--- src/hdl/gpio_port_pkg.sv ---
/*
  Shared constants and carrier types for the three-bit shared I/O port:
  register indices, reset values, bit masks, bus response codes and the
  packed structs that travel between the port and the serial unit.
  Assumes a 32-bit AXI4-Lite register bus with one aligned word per register.
*/
package gpio_port_pkg;

  // ==========================================================================
  // Register map
  // ==========================================================================
  // Printed offsets are indices; the byte address is four times the index.
  localparam logic [15:0] DIR_INDEX      = 16'hFFD0;
  localparam logic [15:0] DATA_INDEX     = 16'hFFD2;
  localparam int          INDEX_LSB      = 2;
  localparam int          INDEX_W        = 16;

  // ==========================================================================
  // Reset values and field layout
  // ==========================================================================
  localparam logic [7:0]  DIR_RESET      = 8'hC0;
  localparam logic [7:0]  DATA_RESET     = 8'hC0;
  localparam logic [7:0]  DIR_READ_VALUE = 8'hFF;
  localparam logic [7:0]  FIXED_ONE_MASK = 8'hC0;
  localparam logic [7:0]  PIN_MASK       = 8'h15;
  localparam logic [7:0]  SPARE_MASK     = 8'h2A;
  localparam int          BIT_FOUR       = 4;
  localparam int          BIT_TWO        = 2;
  localparam int          BIT_ZERO       = 0;
  localparam int          PIN_COUNT      = 3;

  // Pin vector slots: [2] bit four, [1] bit two, [0] bit zero
  localparam int          SLOT_FOUR      = 2;
  localparam int          SLOT_TWO       = 1;
  localparam int          SLOT_ZERO      = 0;

  // ==========================================================================
  // Bus responses
  // ==========================================================================
  localparam logic [1:0]  RESP_OKAY      = 2'b00;
  localparam logic [1:0]  RESP_DECERR    = 2'b11;
  localparam logic [31:0] WORD_ZERO      = 32'h0000_0000;

  // ==========================================================================
  // State machines
  // ==========================================================================
  typedef enum logic [0:0] {
    WR_COLLECT = 1'b0,
    WR_RESP    = 1'b1
  } wr_state_t;

  typedef enum logic [0:0] {
    RD_IDLE    = 1'b0,
    RD_DATA    = 1'b1
  } rd_state_t;

  // ==========================================================================
  // Serial unit carriers
  // ==========================================================================
  typedef struct packed {
    logic tx_data;
    logic tx_enable;
    logic rx_enable;
    logic clk_out;
    logic clk_drive_enable;
    logic clk_input_enable;
  } serial_ctrl_t;

  typedef struct packed {
    logic rx_data;
    logic clk_in;
  } serial_return_t;

endpackage : gpio_port_pkg

--- src/hdl/three_bit_shared_io_port.sv ---
/*
  Three-bit shared general-purpose I/O port behind an AXI4-Lite slave:
  direction and data registers, pin drive, read-back mixing, standby handling
  and the pin sharing with the serial unit and external interrupt four.
  Assumes pin inputs and serial controls synchronous to aclk, and standby
  levels driven by the system controller.
*/
//
// Contract
// - Eight-bit data register; bits 4, 2, 0 map to the three pins.
// - Direction bit 1 drives data bit out; direction bit 0 makes input.
// - Direction register is write-only, eight bits; reads return all ones.
// - Direction register loads C0 on reset and on hardware standby.
// - Software standby holds direction and keeps output pins driving.
// - Read gives data bit for outputs and pin level for inputs.
// - Data bits 7 and 6 ignore writes and read as one.
// - Data bits 5, 3, 1 store values but touch no pin.
// - Bits 5, 3, 1 read stored value if direction one, else one.
// - Data register is C0 on reset and hardware standby, held in software standby.
// - Direction at index FFD0, data at FFD2, sixteen index bits (address bits 17 to 2) decoded.
// - Pins also carry serial transmit, receive, clock and interrupt four.
module three_bit_shared_io_port
  import gpio_port_pkg::*;
#(
  parameter int ADDR_W = 32
) (
  input  wire logic                 aclk,
  input  wire logic                 aresetn,
  input  wire logic                 s_axi_awvalid,
  output      logic                 s_axi_awready,
  input  wire logic [ADDR_W-1:0]    s_axi_awaddr,
  input  wire logic [2:0]           s_axi_awprot,
  input  wire logic                 s_axi_wvalid,
  output      logic                 s_axi_wready,
  input  wire logic [31:0]          s_axi_wdata,
  input  wire logic [3:0]           s_axi_wstrb,
  output      logic                 s_axi_bvalid,
  input  wire logic                 s_axi_bready,
  output      logic [1:0]           s_axi_bresp,
  input  wire logic                 s_axi_arvalid,
  output      logic                 s_axi_arready,
  input  wire logic [ADDR_W-1:0]    s_axi_araddr,
  input  wire logic [2:0]           s_axi_arprot,
  output      logic                 s_axi_rvalid,
  input  wire logic                 s_axi_rready,
  output      logic [31:0]          s_axi_rdata,
  output      logic [1:0]           s_axi_rresp,
  input  wire logic                 sw_standby,
  input  wire logic                 hw_standby,
  input  wire logic [PIN_COUNT-1:0] pin_in,
  output      logic [PIN_COUNT-1:0] pin_out,
  output      logic [PIN_COUNT-1:0] pin_oe,
  input  wire serial_ctrl_t         serial_ctrl,
  output      serial_return_t       serial_ret,
  output      logic                 external_interrupt_line_four_n
);

  // ==========================================================================
  // Declarations
  // ==========================================================================
  wr_state_t            wr_state_q,  wr_state_d;
  rd_state_t            rd_state_q,  rd_state_d;
  logic                 awready_q,   awready_d;
  logic                 wready_q,    wready_d;
  logic                 bvalid_q,    bvalid_d;
  logic [1:0]           bresp_q,     bresp_d;
  logic                 aw_have_q,   aw_have_d;
  logic                 w_have_q,    w_have_d;
  logic [INDEX_W-1:0]   aw_index_q,  aw_index_d;
  logic [7:0]           wbyte_q,     wbyte_d;
  logic                 wlane_q,     wlane_d;
  logic                 commit;
  logic                 arready_q,   arready_d;
  logic                 rvalid_q,    rvalid_d;
  logic [31:0]          rdata_q,     rdata_d;
  logic [1:0]           rresp_q,     rresp_d;
  logic [INDEX_W-1:0]   ar_index;
  logic [7:0]           dir_q,       dir_d;
  logic [7:0]           data_q,      data_d;
  logic [PIN_COUNT-1:0] level_q,     level_d;
  logic [7:0]           level_wide;
  logic [7:0]           read_byte;
  logic [PIN_COUNT-1:0] gp_dir;
  logic [PIN_COUNT-1:0] gp_data;
  logic [PIN_COUNT-1:0] alt_en;
  logic [PIN_COUNT-1:0] alt_oe;
  logic [PIN_COUNT-1:0] alt_out;
  logic [PIN_COUNT-1:0] cell_out;
  logic [PIN_COUNT-1:0] cell_oe;
  logic [PIN_COUNT-1:0] pin_out_q,   pin_out_d;
  logic [PIN_COUNT-1:0] pin_oe_q,    pin_oe_d;
  serial_return_t       serial_ret_q, serial_ret_d;
  logic                 int_four_n_q, int_four_n_d;

  // Index bits only; upper address bits and byte offset are not decoded
  assign ar_index = s_axi_araddr[INDEX_LSB +: INDEX_W];

  // ==========================================================================
  // Write channel
  // ==========================================================================
  always_comb begin
    wr_state_d = wr_state_q;
    aw_have_d  = aw_have_q;
    w_have_d   = w_have_q;
    aw_index_d = aw_index_q;
    wbyte_d    = wbyte_q;
    wlane_d    = wlane_q;
    bvalid_d   = bvalid_q;
    bresp_d    = bresp_q;
    commit     = 1'b0;
    case (wr_state_q)
      WR_COLLECT: begin
        if (s_axi_awvalid && awready_q) begin
          aw_have_d  = 1'b1;
          aw_index_d = s_axi_awaddr[INDEX_LSB +: INDEX_W];
        end
        if (s_axi_wvalid && wready_q) begin
          w_have_d = 1'b1;
          wbyte_d  = s_axi_wdata[7:0];
          wlane_d  = s_axi_wstrb[0];
        end
        if (aw_have_d && w_have_d) begin
          commit     = 1'b1;
          aw_have_d  = 1'b0;
          w_have_d   = 1'b0;
          bvalid_d   = 1'b1;
          wr_state_d = WR_RESP;
          if ((aw_index_d == DIR_INDEX) || (aw_index_d == DATA_INDEX)) begin
            bresp_d = RESP_OKAY;
          end else begin
            bresp_d = RESP_DECERR;
          end
        end
      end
      WR_RESP: begin
        if (s_axi_bready) begin
          bvalid_d   = 1'b0;
          wr_state_d = WR_COLLECT;
        end
      end
      default: begin
        wr_state_d = WR_COLLECT;
        bvalid_d   = 1'b0;
      end
    endcase
    awready_d = (wr_state_d == WR_COLLECT) && !aw_have_d;
    wready_d  = (wr_state_d == WR_COLLECT) && !w_have_d;
  end

  always_ff @(posedge aclk) begin
    if (!aresetn) begin
      wr_state_q <= WR_COLLECT;
      aw_have_q  <= 1'b0;
      w_have_q   <= 1'b0;
      aw_index_q <= '0;
      wbyte_q    <= 8'h00;
      wlane_q    <= 1'b0;
      bvalid_q   <= 1'b0;
      bresp_q    <= RESP_OKAY;
      awready_q  <= 1'b0;
      wready_q   <= 1'b0;
    end else begin
      wr_state_q <= wr_state_d;
      aw_have_q  <= aw_have_d;
      w_have_q   <= w_have_d;
      aw_index_q <= aw_index_d;
      wbyte_q    <= wbyte_d;
      wlane_q    <= wlane_d;
      bvalid_q   <= bvalid_d;
      bresp_q    <= bresp_d;
      awready_q  <= awready_d;
      wready_q   <= wready_d;
    end
  end

  // ==========================================================================
  // Port registers
  // ==========================================================================
  // The processor is halted in software standby, so a write there is dropped
  always_comb begin
    dir_d  = dir_q;
    data_d = data_q;
    if (hw_standby) begin
      dir_d  = DIR_RESET;
      data_d = DATA_RESET;
    end else if (commit && wlane_d && !sw_standby) begin
      if (aw_index_d == DIR_INDEX) begin
        dir_d = wbyte_d;
      end
      if (aw_index_d == DATA_INDEX) begin
        data_d = wbyte_d | FIXED_ONE_MASK;
      end
    end
  end

  always_ff @(posedge aclk) begin
    if (!aresetn) begin
      dir_q  <= DIR_RESET;
      data_q <= DATA_RESET;
    end else begin
      dir_q  <= dir_d;
      data_q <= data_d;
    end
  end

  // ==========================================================================
  // Read-back mixing
  // ==========================================================================
  always_comb begin
    level_wide           = 8'h00;
    level_wide[BIT_FOUR] = level_q[SLOT_FOUR];
    level_wide[BIT_TWO]  = level_q[SLOT_TWO];
    level_wide[BIT_ZERO] = level_q[SLOT_ZERO];
    read_byte = FIXED_ONE_MASK
              | (dir_q & data_q)
              | (~dir_q & PIN_MASK & level_wide)
              | (~dir_q & SPARE_MASK);
  end

  // ==========================================================================
  // Read channel
  // ==========================================================================
  always_comb begin
    rd_state_d = rd_state_q;
    arready_d  = arready_q;
    rvalid_d   = rvalid_q;
    rdata_d    = rdata_q;
    rresp_d    = rresp_q;
    case (rd_state_q)
      RD_IDLE: begin
        arready_d = 1'b1;
        if (s_axi_arvalid && arready_q) begin
          arready_d  = 1'b0;
          rvalid_d   = 1'b1;
          rd_state_d = RD_DATA;
          rresp_d    = RESP_OKAY;
          if (ar_index == DIR_INDEX) begin
            rdata_d = {24'h00_0000, DIR_READ_VALUE};
          end else if (ar_index == DATA_INDEX) begin
            rdata_d = {24'h00_0000, read_byte};
          end else begin
            rdata_d = WORD_ZERO;
            rresp_d = RESP_DECERR;
          end
        end
      end
      RD_DATA: begin
        if (s_axi_rready) begin
          rvalid_d   = 1'b0;
          arready_d  = 1'b1;
          rd_state_d = RD_IDLE;
        end
      end
      default: begin
        rd_state_d = RD_IDLE;
        rvalid_d   = 1'b0;
        arready_d  = 1'b0;
      end
    endcase
  end

  always_ff @(posedge aclk) begin
    if (!aresetn) begin
      rd_state_q <= RD_IDLE;
      arready_q  <= 1'b0;
      rvalid_q   <= 1'b0;
      rdata_q    <= WORD_ZERO;
      rresp_q    <= RESP_OKAY;
    end else begin
      rd_state_q <= rd_state_d;
      arready_q  <= arready_d;
      rvalid_q   <= rvalid_d;
      rdata_q    <= rdata_d;
      rresp_q    <= rresp_d;
    end
  end

  // ==========================================================================
  // Pin function select
  // ==========================================================================
  always_comb begin
    gp_dir  = {dir_q[BIT_FOUR],  dir_q[BIT_TWO],  dir_q[BIT_ZERO]};
    gp_data = {data_q[BIT_FOUR], data_q[BIT_TWO], data_q[BIT_ZERO]};
    // Clock input request wins over clock output on the shared clock pin
    alt_en[SLOT_FOUR]  = serial_ctrl.clk_drive_enable | serial_ctrl.clk_input_enable;
    alt_oe[SLOT_FOUR]  = !serial_ctrl.clk_input_enable;
    alt_out[SLOT_FOUR] = serial_ctrl.clk_out;
    alt_en[SLOT_TWO]   = serial_ctrl.rx_enable;
    alt_oe[SLOT_TWO]   = 1'b0;
    alt_out[SLOT_TWO]  = 1'b0;
    alt_en[SLOT_ZERO]  = serial_ctrl.tx_enable;
    alt_oe[SLOT_ZERO]  = 1'b1;
    alt_out[SLOT_ZERO] = serial_ctrl.tx_data;
  end

  for (genvar i = 0; i < PIN_COUNT; i++) begin : g_cell
    shared_pin_cell #(
      .HAS_ALT (1'b1)
    ) u_cell (
      .gp_dir  (gp_dir[i]),
      .gp_data (gp_data[i]),
      .alt_en  (alt_en[i]),
      .alt_oe  (alt_oe[i]),
      .alt_out (alt_out[i]),
      .pad_out (cell_out[i]),
      .pad_oe  (cell_oe[i])
    );
  end

  // ==========================================================================
  // Pin drive and sampling
  // ==========================================================================
  // Pins float in hardware standby; software standby freezes the drive
  always_comb begin
    level_d = pin_in;
    if (hw_standby) begin
      pin_out_d = 3'h0;
      pin_oe_d  = 3'h0;
    end else if (sw_standby) begin
      pin_out_d = pin_out_q;
      pin_oe_d  = pin_oe_q;
    end else begin
      pin_out_d = cell_out;
      pin_oe_d  = cell_oe;
    end
    serial_ret_d.rx_data = pin_in[SLOT_TWO];
    serial_ret_d.clk_in  = pin_in[SLOT_FOUR];
    int_four_n_d         = pin_in[SLOT_FOUR];
  end

  always_ff @(posedge aclk) begin
    if (!aresetn) begin
      level_q      <= 3'h0;
      pin_out_q    <= 3'h0;
      pin_oe_q     <= 3'h0;
      serial_ret_q <= '0;
      int_four_n_q <= 1'b1;
    end else begin
      level_q      <= level_d;
      pin_out_q    <= pin_out_d;
      pin_oe_q     <= pin_oe_d;
      serial_ret_q <= serial_ret_d;
      int_four_n_q <= int_four_n_d;
    end
  end

  // ==========================================================================
  // Outputs
  // ==========================================================================
  assign s_axi_awready                  = awready_q;
  assign s_axi_wready                   = wready_q;
  assign s_axi_bvalid                   = bvalid_q;
  assign s_axi_bresp                    = bresp_q;
  assign s_axi_arready                  = arready_q;
  assign s_axi_rvalid                   = rvalid_q;
  assign s_axi_rdata                    = rdata_q;
  assign s_axi_rresp                    = rresp_q;
  assign pin_out                        = pin_out_q;
  assign pin_oe                         = pin_oe_q;
  assign serial_ret                     = serial_ret_q;
  assign external_interrupt_line_four_n = int_four_n_q;

endmodule : three_bit_shared_io_port

--- src/hdl/shared_pin_cell.sv ---
/*
  One shared pin's function select: the alternate function, when enabled,
  takes the pin over from the general-purpose direction and data setting.
  Purely combinational; the caller registers the result.
*/
module shared_pin_cell #(
  parameter bit HAS_ALT = 1'b1
) (
  input  wire logic gp_dir,
  input  wire logic gp_data,
  input  wire logic alt_en,
  input  wire logic alt_oe,
  input  wire logic alt_out,
  output      logic pad_out,
  output      logic pad_oe
);

  // ==========================================================================
  // Function select
  // ==========================================================================
  always_comb begin
    if (HAS_ALT && alt_en) begin
      pad_out = alt_out;
      pad_oe  = alt_oe;
    end else begin
      pad_out = gp_data;
      pad_oe  = gp_dir;
    end
  end

endmodule : shared_pin_cell

--- config.mk ---
export PLATFORM = sky130hd
export DESIGN_NAME = three_bit_shared_io_port
export DESIGN_NICKNAME = d
export VERILOG_FILES = /design/src/hdl/gpio_port_pkg.sv /design/src/hdl/three_bit_shared_io_port.sv /design/src/hdl/shared_pin_cell.sv
export SDC_FILE = /design/constraint.sdc
export NUM_CORES = 1
export LEC_CHECK = 0
export CORE_MARGIN = 5
export CORE_UTILIZATION = 30
export DETAILED_ROUTE_END_ITERATION = 10
export DONT_BUFFER_PORTS = 1
export GPL_TIMING_DRIVEN = 0
export PLACE_DENSITY = 0.47
export SLEW_MARGIN = 30
export SYNTH_ARGS = -nofsm -noshare
export SYNTH_HDL_FRONTEND = slang
export SYNTH_SLANG_ARGS = --single-unit
--- constraint.sdc ---
create_clock -name aclk -period 2.52 [get_ports aclk]
set_input_delay 0.126 -clock aclk [delete_from_list [all_inputs] [get_ports aclk]]
set_output_delay 0.126 -clock aclk [all_outputs]
set_load 0.03 [all_outputs]
==> reports/qor.yml <==
synthTopCellsByArea: "dfxtp_1 (45%), mux2i_1 (8.2%), buf_4 (8.0%)"
tns_ns: 0
crit_buf_inv: 0
drive_gt1_share_pct: 13.25
crit_arrival_ns: 2.37
slew_viol_final: 0
busiest_layer: "met2"
fin_crit_sh_pct: 83.95
async_flop_share_pct: 0
numClockSinks: 63
hold_buffers: 31
tightest_slew_ns: 0.5258
fin_crit_ns: 2.115
slew-limit-headroom_pct: 64.95
use_met2_pct: 19.65
crit_path_max_fanout: 9
synthFlopType: "dfxtp_1"
fp.dieArea_um2: 11370
peakVddDrop_v: 0.0003152
cp.required_ns: 2.78
place_area_um2: 3027
fin_nets: 504
yosysTopAreaCell: "dfxtp_1"
ctsRootBufferMaster: "clkbuf_8"
drt-pass1-iter-count: 4
yosys_warnings: 0
row_count: 35
ioPinCount: 174
crit_type: "reg2reg"
grt_usage_pct: 12.37
cts.clk_slew.worst_paths_ns: 0.07
synth_edf_count: 0
overflow: 0
crit_family: "simple AND/OR/NAND/NOR gates"
ys_ff_latch: 63
antenna_found_initial: 0
routedWlPerCell_um: 13.91
hold_class: "in2reg"
initial_core_util_pct: 30.61
insertion_delay_ns: 0.33
finalHoldViolCount: 0
grt_use_met3_pct: 3.612
path_cells: "nand3b_1, mux2i_1, nand4_1, nor2_4, mux2i_1"
leakage_nw: 1.449
area_delta_synth_final_pct: 27.07
gp_congestion: 0.7492
vias: 2216
endpoint_kind: "flop"
grt_setup_unrepaired: "no"
synth_common_cells: "dfxtp_1 (63), nand2_1 (54), buf_4 (30), nor2_1 (27), mux2i_1 (23)"
fin_worst_skew_ns: 0.01105
syn_area_per_cell_um2: 8.893
netlist_area_um2: 2801
antennaDiodeCount: 0
die_h_um: 106.6
drc: 0
clock_tree.buffer_depth: 2
grt_max_degree: 12
detail-route-antenna-nets: 0
crit_top_cell: "mux2i_1"
die_w_um: 106.6
cts_max_level: 3
grt_pass1_vias: 2283
finalWirelength_mm: 6.901
tritoncts: "built"
fmax_ghz: 0.4727
post_cts_buffers: 0
design_area_um2: 3560
coreArea_um2: 9153
crit_slowest_cell: "dfxtp_1"
routed_via_density: 4.468
slowest_delay_ns: 0.57
grt_pass1_wl_mm: 10.99
yosysUniqueCellTypes: 36
hpwl_mm: 5.177
p_per_area_nw_per_um2: 670.6
use_met1_pct: 15.39
portBuffers: 0
cts_resized: 0
maxCapViolCount: 0
drtIter0Drc: 70
syn-instance-count: 315
synth_most_common_cell: "dfxtp_1"
outcome: "complete, no violations"
cts_made_buffers: 9
synthDominantCellAreaShare_pct: 45.02
cp-start-kind: "flop"
ys_seq_area_share_pct: 45.02
finalSetupViolations: 0
## stage by stage
stage	hold WS [ns]	power (mW)	setup WS [ns]	utilization (%)	instances
CTS	0.008585	2.425	0.3998	38.89	496
global route	0.05026	2.502	0.2025	38.89	496
global placement	0.2319	1.386	0.4547	33.07	449
finish	0.02844	2.387	0.4045	38.89	496
detailed placement	0.2331	1.389	0.4236	33.07	449
floorplan	0.2275	1.344	0.7479	-	338
## cell usage in the layout (no fill, tap or decap), types with 3 or more instances in the layout
cell	count
a211oi_1	3
a21boi_0	17
a21oi_1	11
a311oi_1	3
and2_1	5
buf_4	30
clkbuf_1	12
clkbuf_8	10
conb_1	24
dfxtp_1	63
dlygate4sd3_1	31
inv_1	4
mux2i_1	23
nand2_1	54
nand2b_1	10
nand3_1	5
nand3b_1	4
nand4_1	4
nor2_1	27
nor2b_1	10
nor3_1	5
o21ai_0	5
## layer usage
metal	up-vias	wire length, um	part of all wire, %
li1	1141	-	-
met1	996	3089	45
met2	71	3197	46
met3	8	505	7.3
met4	0	109	1.6
met5	-	0	0
## worst register-to-register path, stage by stage, from the launching register on
cell      delay [ns]
dfxtp_1         0.57
nand3b_1        0.41
mux2i_1         0.31
nand4_1         0.21
nor2_4          0.33
mux2i_1         0.21
## layout make-up
class / count / area [um2]
Timing Repair Buffer: 31 / 310.3
Sequential cell: 63 / 1261
Tap cell: 111 / 138.9
Buffer: 42 / 277.8
Fill cell: 941 / 5593
Clock buffer: 11 / 141.4
Inverter: 4 / 15.01
Clock inverter: 5 / 81.33
Multi-Input combinational cell: 229 / 1334
## sequential cells by signal, summed over array words and instances, names as in the netlist
register                        cells
wr_state_q                          1
s_axi_rvalid                        1
wbyte_q                             6
s_axi_bresp                         1
rd_state_q                          1
s_axi_bvalid                        1
aw_have_q                           1
dir_q                               6
aw_index_q                         16
pin_oe                              3
pin_out                             3
s_axi_rdata                         7
external_interrupt_line_four_n      1
s_axi_rresp                         1
s_axi_arready                       1
data_q                              6
w_have_q                            1
level_q                             3
wlane_q                             1
s_axi_wready                        1
s_axi_awready                       1
## cells by family after synthesis
kind of cell / synth area share, %
simple gates: 25.10
mux: 8.620
flops: 45.02
other cells: 0.1339
compound gates: 10.67
buf+inv: 10.45
## report_power, final
group | internal (mW) | leakage (nW) | switching (mW)
clock | 0.585 | 0.110 | 0.400
sequential | 1.04 | 0.514 | 0.0691
combinational | 0.127 | 0.826 | 0.164
## path summary, 6_finish.rpt
check,slack [ns],end,depth (start not counted),from
max,0.40,dir_q[2]$_SDFFE_PP0P_,5,s_axi_awready$_SDFF_PN0_
min,0.03,s_axi_bvalid$_SDFFE_PN0P_,3,s_axi_bready
max reg2reg,0.40,dir_q[2]$_SDFFE_PP0P_,5,s_axi_awready$_SDFF_PN0_
min reg2reg,0.45,s_axi_rdata[3]$_SDFFE_PN0P_,1,dir_q[3]$_SDFFE_PP0P_
No activity file was read; power rests on OpenSTA's default activity.
